--- src/sws_pkg.sv ---
// Constants and types shared by the supply supervisor watchdog
package sws_pkg;

  // ****************************************
  // Clock and time base
  // ****************************************
  localparam logic [31:0] CLK_PERIOD_NS = 32'h0000000a;
  // Time base tick of 1 ms
  localparam logic [31:0] TICK_PERIOD_NS = 32'h000f4240;
  localparam logic [31:0] TICK_CYCLES = TICK_PERIOD_NS / CLK_PERIOD_NS;

  // ****************************************
  // Strobe pulse recognition
  // ****************************************
  localparam logic [31:0] STROBE_MIN_PULSE_NS = 32'h00000032;
  // Least pulse in clock cycles, rounded up
  localparam logic [31:0] STROBE_MIN_PULSE_CYCLES =
    (STROBE_MIN_PULSE_NS + CLK_PERIOD_NS - 32'h00000001) / CLK_PERIOD_NS;

  // ****************************************
  // Supervisor periods
  // ****************************************
  // Watchdog timeout period 1600 ms
  localparam logic [31:0] WATCHDOG_TIMEOUT_MS = 32'h00000640;
  // Reset hold period 140 ms
  localparam logic [31:0] RESET_HOLD_MS = 32'h0000008c;
  // Periods in time base ticks
  localparam logic [31:0] WATCHDOG_TIMEOUT_TICKS = (WATCHDOG_TIMEOUT_MS * 32'h000f4240) / TICK_PERIOD_NS;
  localparam logic [31:0] RESET_HOLD_TICKS = (RESET_HOLD_MS * 32'h000f4240) / TICK_PERIOD_NS;

  // ****************************************
  // Reset values
  // ****************************************
  localparam logic [31:0] COUNT_RESET = 32'h00000000;
  localparam logic RESET_N_RESET = 1'h0;

  // ****************************************
  // Types
  // ****************************************
  typedef enum logic [1:0] {
    ST_UNDERVOLT = 2'h0,
    ST_HOLD = 2'h1,
    ST_RUN = 2'h2
  } sws_state_type;

  // Pin levels that are synchronised together
  typedef struct packed {
    logic undervoltage;
    logic strobe;
    logic floating;
  } sws_pins_type;

  localparam sws_pins_type PINS_RESET = '{undervoltage: 1'h1, strobe: 1'h0, floating: 1'h0};

endpackage

--- src/sws_supervisor.sv ---
// Supply supervisor with watchdog that drives an active-low processor reset
`timescale 1ns/100ps

// What this block does
// - Reset output stays low while the undervoltage indication is present.
// - After undervoltage clears, reset stays low for the hold period.
// - Every rising and falling strobe edge clears the watchdog counter.
// - Strobe pulses as short as 50 ns count as valid edges.
// - Watchdog timeout without strobe edge asserts reset, then hold period applies.
// - Undervoltage reset also clears the watchdog counter.
// - Watchdog counter held at zero while reset is asserted.
// - Floating strobe input disconnects the watchdog from the reset logic.
// - Strobe constantly low or high for the whole timeout causes reset.

module sws_supervisor
  import sws_pkg::*;
#(
  parameter logic [31:0] TICK_LEN = TICK_CYCLES,
  parameter logic [31:0] WATCHDOG_LEN = WATCHDOG_TIMEOUT_TICKS,
  parameter logic [31:0] HOLD_LEN = RESET_HOLD_TICKS
) (
  input wire logic ref_clk, // 100 MHz clock
  input wire logic sys_rst, // Synchronous reset, active high
  input wire logic undervoltage, // Supply below supply_trip_threshold, async pin
  input wire logic watchdog_strobe_input, // Strobe from processor, async pin
  input wire logic strobe_floating, // Window comparator sees strobe floating, async pin
  output logic processor_reset_n, // Reset to processor, active low
  output logic watchdog_running // Watchdog counting, from flip-flop
);

  // ****************************************
  // Count decoding
  // ****************************************
  // High on the last step of a period of len steps
  function automatic logic at_last(input logic [31:0] count, input logic [31:0] len);
    at_last = (count >= len - 32'h00000001);
  endfunction

  // ****************************************
  // Pin synchronisers
  // ****************************************
  sws_pins_type pins_meta;
  sws_pins_type pins_sync;
  sws_pins_type next_pins_meta;
  sws_pins_type next_pins_sync;

  always_comb begin
    next_pins_meta.undervoltage = undervoltage;
    next_pins_meta.strobe = watchdog_strobe_input;
    next_pins_meta.floating = strobe_floating;
    next_pins_sync = pins_meta;
    if (sys_rst) begin
      next_pins_meta = PINS_RESET;
      next_pins_sync = PINS_RESET;
    end
  end

  always_ff @(posedge ref_clk) begin
    pins_meta <= next_pins_meta;
    pins_sync <= next_pins_sync;
  end

  // ****************************************
  // Strobe edge detector
  // ****************************************
  logic strobe_prev;
  logic next_strobe_prev;
  logic strobe_edge;

  // Preset matches the synchroniser, so reset itself makes no edge
  always_comb begin
    next_strobe_prev = pins_sync.strobe;
    if (sys_rst) begin
      next_strobe_prev = PINS_RESET.strobe;
    end
  end

  always_ff @(posedge ref_clk) begin
    strobe_prev <= next_strobe_prev;
  end

  // Sampled every cycle, so any pulse of STROBE_MIN_PULSE_CYCLES or more is seen
  assign strobe_edge = (pins_sync.strobe != strobe_prev) && !pins_sync.floating;

  // ****************************************
  // Free-running time base
  // ****************************************
  logic [31:0] tick_count;
  logic [31:0] next_tick_count;
  logic tick;
  logic next_tick;

  always_comb begin
    next_tick_count = tick_count + 32'h00000001;
    next_tick = 1'h0;
    if (at_last(tick_count, TICK_LEN)) begin
      next_tick_count = COUNT_RESET;
      next_tick = 1'h1;
    end
    if (sys_rst) begin
      next_tick_count = COUNT_RESET;
      next_tick = 1'h0;
    end
  end

  always_ff @(posedge ref_clk) begin
    tick_count <= next_tick_count;
    tick <= next_tick;
  end

  // ****************************************
  // Supervisor state and counters
  // ****************************************
  sws_state_type state;
  sws_state_type next_state;
  logic [31:0] wd_count;
  logic [31:0] next_wd_count;
  logic [31:0] hold_count;
  logic [31:0] next_hold_count;
  logic next_processor_reset_n;
  logic next_watchdog_running;
  logic wd_expire;

  // Timeout only counts when the strobe pin is driven
  assign wd_expire = tick && !strobe_edge && !pins_sync.floating
                     && at_last(wd_count, WATCHDOG_LEN);

  always_comb begin
    next_state = state;
    case (state)
      ST_UNDERVOLT: begin
        if (!pins_sync.undervoltage) begin
          next_state = ST_HOLD;
        end
      end
      ST_HOLD: begin
        if (pins_sync.undervoltage) begin
          next_state = ST_UNDERVOLT;
        end else if (tick && at_last(hold_count, HOLD_LEN)) begin
          next_state = ST_RUN;
        end
      end
      ST_RUN: begin
        if (pins_sync.undervoltage) begin
          next_state = ST_UNDERVOLT;
        end else if (wd_expire) begin
          next_state = ST_HOLD;
        end
      end
      default: begin
        next_state = ST_UNDERVOLT;
      end
    endcase
    // Power-up starts in reset with counters clear
    if (sys_rst) begin
      next_state = ST_UNDERVOLT;
    end
  end

  always_ff @(posedge ref_clk) begin
    state <= next_state;
  end

  // ****************************************
  // Watchdog counter
  // ****************************************
  // Cleared outside the run state, so it only counts while reset is released
  always_comb begin
    next_wd_count = wd_count;
    if (state != ST_RUN || pins_sync.undervoltage) begin
      next_wd_count = COUNT_RESET;
    end else if (strobe_edge || pins_sync.floating) begin
      next_wd_count = COUNT_RESET;
    end else if (wd_expire) begin
      next_wd_count = COUNT_RESET;
    end else if (tick) begin
      next_wd_count = wd_count + 32'h00000001;
    end
    if (sys_rst) begin
      next_wd_count = COUNT_RESET;
    end
  end

  always_ff @(posedge ref_clk) begin
    wd_count <= next_wd_count;
  end

  // ****************************************
  // Reset hold counter
  // ****************************************
  always_comb begin
    next_hold_count = hold_count;
    if (state != ST_HOLD || pins_sync.undervoltage) begin
      next_hold_count = COUNT_RESET;
    end else if (tick) begin
      if (at_last(hold_count, HOLD_LEN)) begin
        next_hold_count = COUNT_RESET;
      end else begin
        next_hold_count = hold_count + 32'h00000001;
      end
    end
    if (sys_rst) begin
      next_hold_count = COUNT_RESET;
    end
  end

  always_ff @(posedge ref_clk) begin
    hold_count <= next_hold_count;
  end

  // ****************************************
  // Output registers
  // ****************************************
  // Outputs follow the next state, so they change on the same edge as it
  always_comb begin
    next_processor_reset_n = (next_state == ST_RUN);
    next_watchdog_running = (next_state == ST_RUN) && !pins_sync.floating;
    if (sys_rst) begin
      next_processor_reset_n = RESET_N_RESET;
      next_watchdog_running = 1'h0;
    end
  end

  always_ff @(posedge ref_clk) begin
    processor_reset_n <= next_processor_reset_n;
    watchdog_running <= next_watchdog_running;
  end

endmodule

--- config.mk ---
export PLATFORM = sky130hd
export DESIGN_NAME = sws_supervisor
export DESIGN_NICKNAME = d
export VERILOG_FILES = /design/src/sws_pkg.sv /design/src/sws_supervisor.sv
export SDC_FILE = /design/constraint.sdc
export NUM_CORES = 1
export LEC_CHECK = 0
export ABC_AREA = 1
export CAP_MARGIN = 20
export CELL_PAD_IN_SITES_DETAIL_PLACEMENT = 2
export CELL_PAD_IN_SITES_GLOBAL_PLACEMENT = 2
export CORE_ASPECT_RATIO = 1.1
export CORE_MARGIN = 2
export CORE_UTILIZATION = 35
export CTS_BUF_LIST = sky130_fd_sc_hd__clkbuf_4
export DETAILED_ROUTE_END_ITERATION = 12
export DONT_BUFFER_PORTS = 1
export MAX_ROUTING_LAYER = met4
export PLACE_DENSITY = 0.81
export SYNTH_ARGS = -nofsm -noshare
export SYNTH_HDL_FRONTEND = slang
export SYNTH_SLANG_ARGS = --single-unit
--- constraint.sdc ---
create_clock -name ref_clk -period 1.5 [get_ports ref_clk]
set_clock_uncertainty 0.2 [all_clocks]
set_input_delay 0.3 -clock ref_clk [delete_from_list [all_inputs] [get_ports ref_clk]]
set_output_delay 0.3 -clock ref_clk [all_outputs]
set_load 0.005 [all_outputs]
==> results by group, run 1 <==
Run status
  – Failing checks: setup timing
  – Status: finished, violations left

Timing
  – Count of final setup violators: 87
  – RSZ-0062 raised after global routing: true
  – Min Hold Slack: 0.176 ns
  – Worst slew pin tran: 0.575 ns
  – Sum of negative setup slack: -42.20 ns
  – Final setup margin: -0.934 ns
  – Tcrit/Tclk final: 1.62
  – Max-slew headroom: 0.614
  – Slew Viols, Final: 0
  – Tmin final: 2.43 ns
  – Final hold vios: 0
  – Max frequency: ~0.41 GHz

Cells and area
  – Most frequent cells in the layout: 127 x buf_4, 87 x nand2_1, 74 x dfxtp_1
  – Multi-input logic area: 0.00293 mm²
  – Layout cells sized above 1: 0.508
  – Most common cell after layout, fill and taps aside: buf_4
  – Area Overhead vs Synth: 55.8%
  – Reg area: about 0.0022 mm²
  – Final Net Count: 766
  – Filler instances: 1331
  – Layout Cells excl Fill: 925

Place
  – Dpl ws: -0.364 ns
  – Port-buffer cells: 0
  – Placed cell count: 861
  – GP Congestion: a little over 0.8
  – Detailed placer's ending HPWL: 11300 µm

Routing
  – Vias: 5741
  – Routed vias/inst: 6.21
  – WL final: 34900 µm
  – Iteration count of the initial detailed-routing pass: 7
  – # DRC: 0
  – WL/cell: 37.7 µm
  – Iteration-0 DRC Markers: between 500 and 600
  – ANT nets after route: 0

Power and ir drop
  – Pwr Density: 673 mW/mm²
  – Overall power: 0.00474 W
  – Peak supply drop: around 0.00087 V
  – Pleak: roughly 2.8 nW

CTS
  – Worst-path clk slew: 0.23 ns
  – CTS max path bufs: 2
  – CTS buffer count: 9
  – H-tree depth: 3
  – Worst skew pair latency: roughly 0.56 ns
  – CTS tree: done
  – Clock sink count: 108
  – Clock Root Buffer: clkbuf_4

Worst setup path
  – Reg-to-reg critical path startpoint: tick_count[2]$_SDFF_PP0_
  – Crit path to: tick$_SDFF_PP0_
  – CP Max Fanout: 3
  – Worst reg2reg path endpoint: tick$_SDFF_PP0_
  – FF-to-FF setup slack: -0.93 ns
  – Worst Setup SP: tick_count[2]$_SDFF_PP0_
  – Crit start category: flop
  – Worst EP required: 1.75 ns
  – Reg2reg path depth: 10
  – Data arrival, critical path: 2.69 ns
  – Critical setup path kind: flop to flop
  – Crit. End Element: flop

Yosys
  – Post-Syn Instances: 598
  – EDFF count, synth: 0
  – Synth Area in Compound Gates: 0.0384
  – Syn avg cell area: 7.57 µm²
  – Post-Synth XOR/XNOR Area: 0.0658
  – Adder-cell share of the synthesized area: 0.00829
  – Largest family of logic cells by synthesized area: simple AND/OR/NAND/NOR gates
  – Seq/Total Area, Yosys: 0.478
  – Synth Area in Simple Gates: 0.327
  – Mux share of post-synthesis cell area: 0
  – Post-synth cell types: 35
  – Register bit total from synthesis: 108
  – Synth Warn #: 0
  – Synthesized cell area: about 0.0045 mm²
  – Async SR Flop Fraction: 0
  – Primary FF master, synth: dfxtp_1

Floorplan
  – Die width: 112 µm
  – Initial Util: 0.358
  – # IOs: 7
  – Row count: 43
  – Core area: ~0.013 mm²
  – Die area: 0.0139 mm²
  – Chip height: 123 µm

Global route
  – Initial antenna violation count: 1
  – GR Util met1: 0.353
  – Most Crowded Layer GR: met2
  – First-pass GRT wire length: about 34000 µm
  – Largest net degree at the start of global routing: 25
  – GR Util met3: 0.0456
  – GR Util met2: 0.637
  – Tot GR Track Use: 0.343
  – Vias in the first global route: roughly 5500
  – GRT overflow: 0

Job
  – Max Cap Viol: 0

Min path
  – Type of the tightest min-delay check: input pin to flop
per-layer routing:
| layer | share of wire | vias up |
|---|---|---|
| met5 | 0 | - |
| met4 | 0.13 | 0 |
| met3 | 0.081 | 331 |
| met2 | 0.47 | 481 |
| met1 | 0.33 | 2764 |
| li1 | - | 2165 |
layout make-up:
class                      count  share of cell area
timing repair buffer         147               0.178
clock inverter                 6             0.00710
inverter                      80              0.0435
tap                          157              0.0279
sequential                   108               0.317
antenna                        6             0.00213
clock buffer                   9             0.00958
multi-input combinational    412               0.416
critical path, cell delays in order, from the launching register on:
cell and delay [ns]:
dfxtp_1 0.57, nand2_4 0.11, nor2_4 0.20, inv_2 0.08
o21ai_2 0.19, nand2_1 0.11, nand2_2 0.15, nand2_4 0.10
buf_4 0.16, buf_6 0.11, a21oi_2 0.34
cells by family (layout without fill, tap and decap cells):
kind of cell	Yosys count	after routing
simple gates	333	333
flops	108	108
buf+inv	92	242
xor+xnor	34	34
compound gates	27	27
fa+ha+maj	3	3
other cells	1	21
worst min path at each step:
stage | slack, ns | endpoint | start | cells past startpoint
6_report | 0.18 | processor_reset_n$_SDFF_PP0_ | sys_rst | 4
3_3_place_gp | 0.17 | tick$_SDFF_PP0_ | sys_rst | 1
3_5_place_dp | 0.18 | tick$_SDFF_PP0_ | sys_rst | 1
4_1_cts | 0.21 | pins_meta[2]$_SDFF_PP1_ | undervoltage | 2
2_1_floorplan | 0.19 | pins_sync[0]$_SDFF_PP0_ | pins_meta[0]$_SDFF_PP0_ | 2
5_1_grt | 0.16 | processor_reset_n$_SDFF_PP0_ | sys_rst | 4
state kept, by name, indices dropped and copies added (netlist names):
name,count
hold_count,32
pins_meta,3
pins_sync,3
processor_reset_n,1
state,2
strobe_prev,1
tick,1
tick_count,32
watchdog_running,1
wd_count,32
cells in the mapped netlist, drive strengths merged, types with 4 or more instances:
master    n  area, µm²
nand4    10       77.6
a21oi    14        104
nor2    125        492
dfxtp   108       2160
nand3    24        135
nand2   119        452
buf       9       61.3
xnor2     8       70.1
o21ai    10       50.0
or2       4       25.0
xor2     26        228
inv      80        300
nor3     45        252
power by group:
| part | total (W) | switching (W) | internal, W |
|---|---|---|---|
| clock network | 0.00166 | 0.00131 | 0.000349 |
| logic | 0.000163 | 0.000121 | 0.0000413 |
| registers | 0.00292 | 0.0000332 | 0.00289 |
timing repair:
item | 4_1_cts | 5_1_grt
resized for setup | 114 | 168
pin swaps | 27 | 48
hold endpoints to repair | 18 | 6
cloned | 2 | 3
endpoints found under the setup margin | 77 | 86
setup buffers | 22 | 13
hold buffers | 4 | 2
metrics by stage:
stage | utilization | area [µm²]
5_1_grt | 0.558 | 7050
3_3_place_gp | 0.440 | 5560
3_5_place_dp | 0.440 | 5560
6_report | 0.558 | 7050
2_1_floorplan | - | 4650
4_1_cts | 0.503 | 6360
Note: power is estimated with default switching activity, not from simulation.
==> inputs of run 2 (changes only) <==
- CORE_UTILIZATION: 35 -> 39
- PLACE_DENSITY: 0.81 -> unset
- PLACE_DENSITY_LB_ADDON: unset -> 0.1
- clock period: 1.5 -> 2.37 ns (I/O delays scaled with it)
==> results by group, run 2 (synthesized netlist as in run 1, its figures left out) <==
Worst setup path
  – Crit path buffers/inverters: 1
  – Crit. End Element: flop
  – Crit-path slowest cell: dfxtp_1
  – Worst EP required: roughly 2.5 ns
  – Critical setup path kind: flop to flop
  – Data arrival, critical path: 2.27 ns
  – Delay-heaviest family, CP: simple AND/OR/NAND/NOR gates
  – Worst reg2reg path endpoint: wd_count[15]$_SDFFE_PP0P_
  – Crit start category: flop
  – FF-to-FF setup slack: 0.27 ns
  – CP Max Fanout: 32
  – Reg2reg path depth: 9
  – Reg-to-reg critical path startpoint: wd_count[0]$_SDFFE_PP0P_
  – Critical path's largest stage delay: 0.41 ns
  – Cells along the critical path: ha_1, nand3_2, o21ai_0, nand2_1, nand3_1, nand2_2, nand4_4, buf_4, nor2_1

CTS
  – Clock Root Buffer: clkbuf_4
  – CTS resizes: 0
  – Worst-path clk slew: 0.17 ns
  – Worst skew pair latency: 0.48 ns
  – Post-CTS Setup Inserts: 0
  – Hold buffer count at CTS: 4
  – H-tree depth: 3
  – CTS max path bufs: 2
  – CTS buffer count: 9
  – CTS tree: done
  – Clock sink count: around 110

Global route
  – Initial antenna violation count: 0
  – GR Util met2: 0.387
  – GRT overflow: 0
  – GR Util met1: 0.225
  – GR Util met3: 0.0321
  – Most Crowded Layer GR: met2
  – Vias in the first global route: 4094
  – Largest net degree at the start of global routing: 33
  – First-pass GRT wire length: 19700 µm
  – Tot GR Track Use: 0.207

Power and ir drop
  – Pleak: between 1.5 and 2 nW
  – Overall power: 0.00288 W
  – Peak supply drop: about 0.00045 V
  – Pwr Density: 586 mW/mm²

Routing
  – Routed vias/inst: 4.79
  – WL/cell: 15.1 µm
  – Vias: 3706
  – # DRC: 0
  – Iteration count of the initial detailed-routing pass: 3
  – Iteration-0 DRC Markers: 84
  – ANT nets after route: 0
  – WL final: 11700 µm

Timing
  – Slew Viols, Final: 0
  – Tmin final: 2.10 ns
  – Max frequency: about 0.48 GHz
  – Tcrit/Tclk final: 0.886
  – RSZ-0062 raised after global routing: false
  – Sum of negative setup slack: 0 ns
  – Count of final setup violators: 0
  – Final hold vios: 0

Min path
  – Hold Path Depth: 3
  – Min-delay src: sys_rst
  – Type of the tightest min-delay check: input pin to flop
  – Worst hold endpoint: hold_count[1]$_SDFFE_PP0P_

Floorplan
  – Initial Util: 0.397
  – Row count: 41
  – Core area: around 0.011 mm²
  – Chip height: approximately 120 µm
  – Die area: 0.0125 mm²
  – Die width: between 100 and 150 µm
  – # IOs: 7

Cells and area
  – Largest registers: hold_count (32), tick_count (32), wd_count (32)
  – Final Net Count: 627
  – Area Overhead vs Synth: 8.40%
  – Most common cell after layout, fill and taps aside: nand2_1
  – # diodes: 0
  – Filler instances: 1371
  – Layout cells sized above 1: 0.0881
  – Most frequent cells in the layout: 117 x nand2_1, 116 x nor2_1, 108 x dfxtp_1

Job
  – Max Cap Viol: 0

Run status
  – Status: complete, no violations

Place
  – GP Congestion: 0.824
  – Detailed placer's ending HPWL: a little under 9000 µm
  – Port-buffer cells: 0
==> run 2: power breakdown <==
part / switching, W / total (W) / leakage, nW / internal (W)
clock: 0.000654 / 0.000983 / 0.0742 / 0.000329
combinational: 0.0000332 / 0.0000479 / 0.806 / 0.0000147
sequential: 0.00000680 / 0.00184 / 0.877 / 0.00184
total: 0.000694 / 0.00288 / 1.76 / 0.00218
==> run 2: per-stage QoR <==
stage | cell area (µm²) | instances | setup slack, ns | utilization | hold slack, ns
after floorplan | 4580 | 612 | 0.719 | - | 0.188
after global placement | 4720 | 754 | 0.361 | 0.415 | 0.192
after detailed placement | 4720 | 754 | 0.269 | 0.415 | 0.210
after CTS | 4910 | 774 | 0.241 | 0.431 | 0.0443
after global routing | 4910 | 774 | 0.107 | 0.431 | 0.0493
final | 4910 | 774 | 0.271 | 0.431 | 0.0679
==> run 2: final cells by class <==
class,count,area (µm²),share of cell area
tap,150,188,0.0383
multi-input combinational,412,2040,0.416
sequential,108,2160,0.441
inverter,80,300,0.0612
clock inverter,7,75.1,0.0153
timing repair buffer,8,70.1,0.0143
clock buffer,9,67.6,0.0138
==> run 2: worst max path at each step <==
stage	start	endpoint	slack, ns	cells past startpoint
finish	wd_count[0]$_SDFFE_PP0P_	wd_count[15]$_SDFFE_PP0P_	0.27	9
global route	wd_count[0]$_SDFFE_PP0P_	wd_count[19]$_SDFFE_PP0P_	0.11	9
CTS	wd_count[0]$_SDFFE_PP0P_	wd_count[15]$_SDFFE_PP0P_	0.24	9
detailed placement	wd_count[0]$_SDFFE_PP0P_	wd_count[19]$_SDFFE_PP0P_	0.27	9
global placement	wd_count[0]$_SDFFE_PP0P_	wd_count[19]$_SDFFE_PP0P_	0.36	9
floorplan	tick_count[0]$_SDFF_PP0_	tick_count[8]$_SDFF_PP0_	0.72	11
==> run 2: routing by layer <==
| layer | share of wire | vias up |
|---|---|---|
| li1 | - | 1871 |
| met2 | 0.54 | 18 |
| met4 | 0.016 | 0 |
| met1 | 0.43 | 1803 |
| met5 | 0 | - |
| met3 | 0.013 | 14 |
==> run 2: worst min-delay path, delay by kind of cell <==
family,cells,cell delay (ns)
AO/OA/AOI/OAI,1,0.12
buffers and inverters,1,0.07
AND/OR/NAND/NOR,1,0.06
==> inputs of run 3 (changes only) <==
- MAX_ROUTING_LAYER: met4 -> unset
- REMOVE_ABC_BUFFERS: unset -> 1
- clock period: 2.37 -> 2.14 ns (I/O delays scaled with it)
==> results by group, run 3 (synthesized netlist as in run 1, its figures left out) <==
Run status
  – Status: complete, no violations

Cells and area
  – Largest registers: hold_count (32), tick_count (32), wd_count (32)
  – Final Net Count: 627
  – Fin util: 0.435
  – Most frequent cells in the layout: 117 x nand2_1, 116 x nor2_1, 108 x dfxtp_1
  – Layout cells sized above 1: 0.0897
  – Area Overhead vs Synth: 9.37%
  – Most common cell after layout, fill and taps aside: nand2_1

Worst setup path
  – Data arrival, critical path: around 2.2 ns
  – Delay-heaviest family, CP: simple AND/OR/NAND/NOR gates
  – Cells along the critical path: inv_2, nor3_1, nand4_1, nor2_1, xnor2_1, nor2_1
  – Worst EP required: 2.34 ns
  – Crit start category: flop
  – Critical setup path kind: flop to flop
  – Crit. End Element: flop
  – Critical path's largest stage delay: roughly 0.5 ns
  – Crit-path slowest cell: dfxtp_1
  – Crit path buffers/inverters: 1
  – CP Max Fanout: 5
  – Cell with the most instances on the worst path: nor2_1
  – FF-to-FF setup slack: 0.18 ns

Floorplan
  – Die width: 107 µm
  – Initial Util: 0.397
  – Row count: 41
  – Chip height: roughly 120 µm
  – # IOs: 7
  – Die area: between 0.01 and 0.015 mm²
  – Core area: 0.0114 mm²

CTS
  – Clock sink count: 108
  – Post-CTS Setup Inserts: 0
  – Worst-path clk slew: 0.16 ns
  – Clock Root Buffer: clkbuf_4
  – CTS tree: done
  – Worst skew pair latency: 0.49 ns
  – CTS max path bufs: 2
  – CTS buffer count: 9
  – H-tree depth: 3

Global route
  – Vias in the first global route: around 4000
  – Initial antenna violation count: 1
  – First-pass GRT wire length: 19500 µm
  – Largest net degree at the start of global routing: 33
  – GRT overflow: 0
  – Tot GR Track Use: 0.200

Routing
  – Iteration-0 DRC Markers: 121
  – WL/cell: 14.6 µm
  – Vias: 3752
  – # DRC: 0
  – WL final: between 10000 and 15000 µm
  – ANT nets after route: 0
  – Iteration count of the initial detailed-routing pass: 4
  – Routed vias/inst: 4.84

Min path
  – Type of the tightest min-delay check: input pin to flop

Place
  – Port-buffer cells: 0
  – Detailed placer's ending HPWL: approximately 8400 µm
  – GP Congestion: 0.809

Timing
  – Slew Viols, Final: 0
  – Worst slew pin tran: 0.501 ns
  – Tmin final: roughly 2.0 ns
  – Max frequency: between 0.5 and 0.6 GHz
  – Final hold vios: 0
  – Count of final setup violators: 0
  – Tcrit/Tclk final: 0.918
  – Max-slew headroom: 0.665
  – RSZ-0062 raised after global routing: false
  – Sum of negative setup slack: 0 ns

Power and ir drop
  – Peak supply drop: 0.000456 V
  – Pwr Density: 663 mW/mm²
  – Pleak: 1.78 nW
  – Overall power: ~0.0033 W

Job
  – Max Cap Viol: 0
-- run 3: cell types whose count changed in the layout (fill, tap and decap cells not counted), sizes merged --
cell / delta
bufinv: +1
clkinv: +1
clkinvlp: -1
diode: +1
inv: -1
-- run 3: metal layers --
layer | global-route usage | up-vias | part of all wire
met3 | 0.0299 | 20 | 0.015
met4 | 0.0883 | 0 | 0.025
met1 | 0.232 | 1832 | 0.45
met2 | 0.369 | 23 | 0.51
met5 | 0 | - | 0
li1 | - | 1877 | -
-- run 3: layout make-up --
type | instances | area, µm²
well taps | 150 | 188
flip-flops and latches | 108 | 2160
clock buffers | 9 | 67.6
clock inverters | 7 | 98.8
multi-input cells | 412 | 2050
repair buffers | 8 | 82.6
fillers | 1355 | 6440
diodes | 1 | 2.50
inverters | 80 | 300
-- run 3: final timing paths --
check	end	from	cells past startpoint
worst max-delay path	wd_count[28]$_SDFFE_PP0P_	tick$_SDFF_PP0_	6
worst min-delay path	wd_count[20]$_SDFFE_PP0P_	sys_rst	4
worst max register to register	wd_count[28]$_SDFFE_PP0P_	tick$_SDFF_PP0_	6
worst min register to register	pins_sync[0]$_SDFF_PP0_	pins_meta[0]$_SDFF_PP0_	2
-- run 3: what timing repair did --
| item | 4_1_cts | 5_1_grt |
|---|---|---|
| endpoints found under the setup margin | 0 | 1 |
| hold buffers | 4 | 0 |
| gates resized for setup | 0 | 1 |
| endpoints found under the hold margin | 10 | 0 |
-- run 3: per-stage QoR --
step                cells  hold slack [ns]  cell area [µm²]  worst slack (ns)
finish                775            0.162             4950             0.175
floorplan             600            0.188             4510            0.0570
global placement      754            0.190             4740             0.276
CTS                   774            0.128             4940             0.142
global route          775            0.167             4950            0.0285
detailed placement    754            0.207             4740             0.186
-- run 3: report_power, final --
| group | internal, W | total [W] | switching, W | leakage [nW] |
|---|---|---|---|---|
| clock | 0.000480 | 0.00119 | 0.000708 | 0.0865 |
| combinational | 0.0000162 | 0.0000517 | 0.0000355 | 0.813 |
| sequential | 0.00203 | 0.00204 | 0.00000831 | 0.877 |
-- run 3: tightest hold or removal path: stages --
cell	delay, ns
nor2_1	0.04
nand4_4	0.10
buf_12	0.21
a21oi_2	0.04
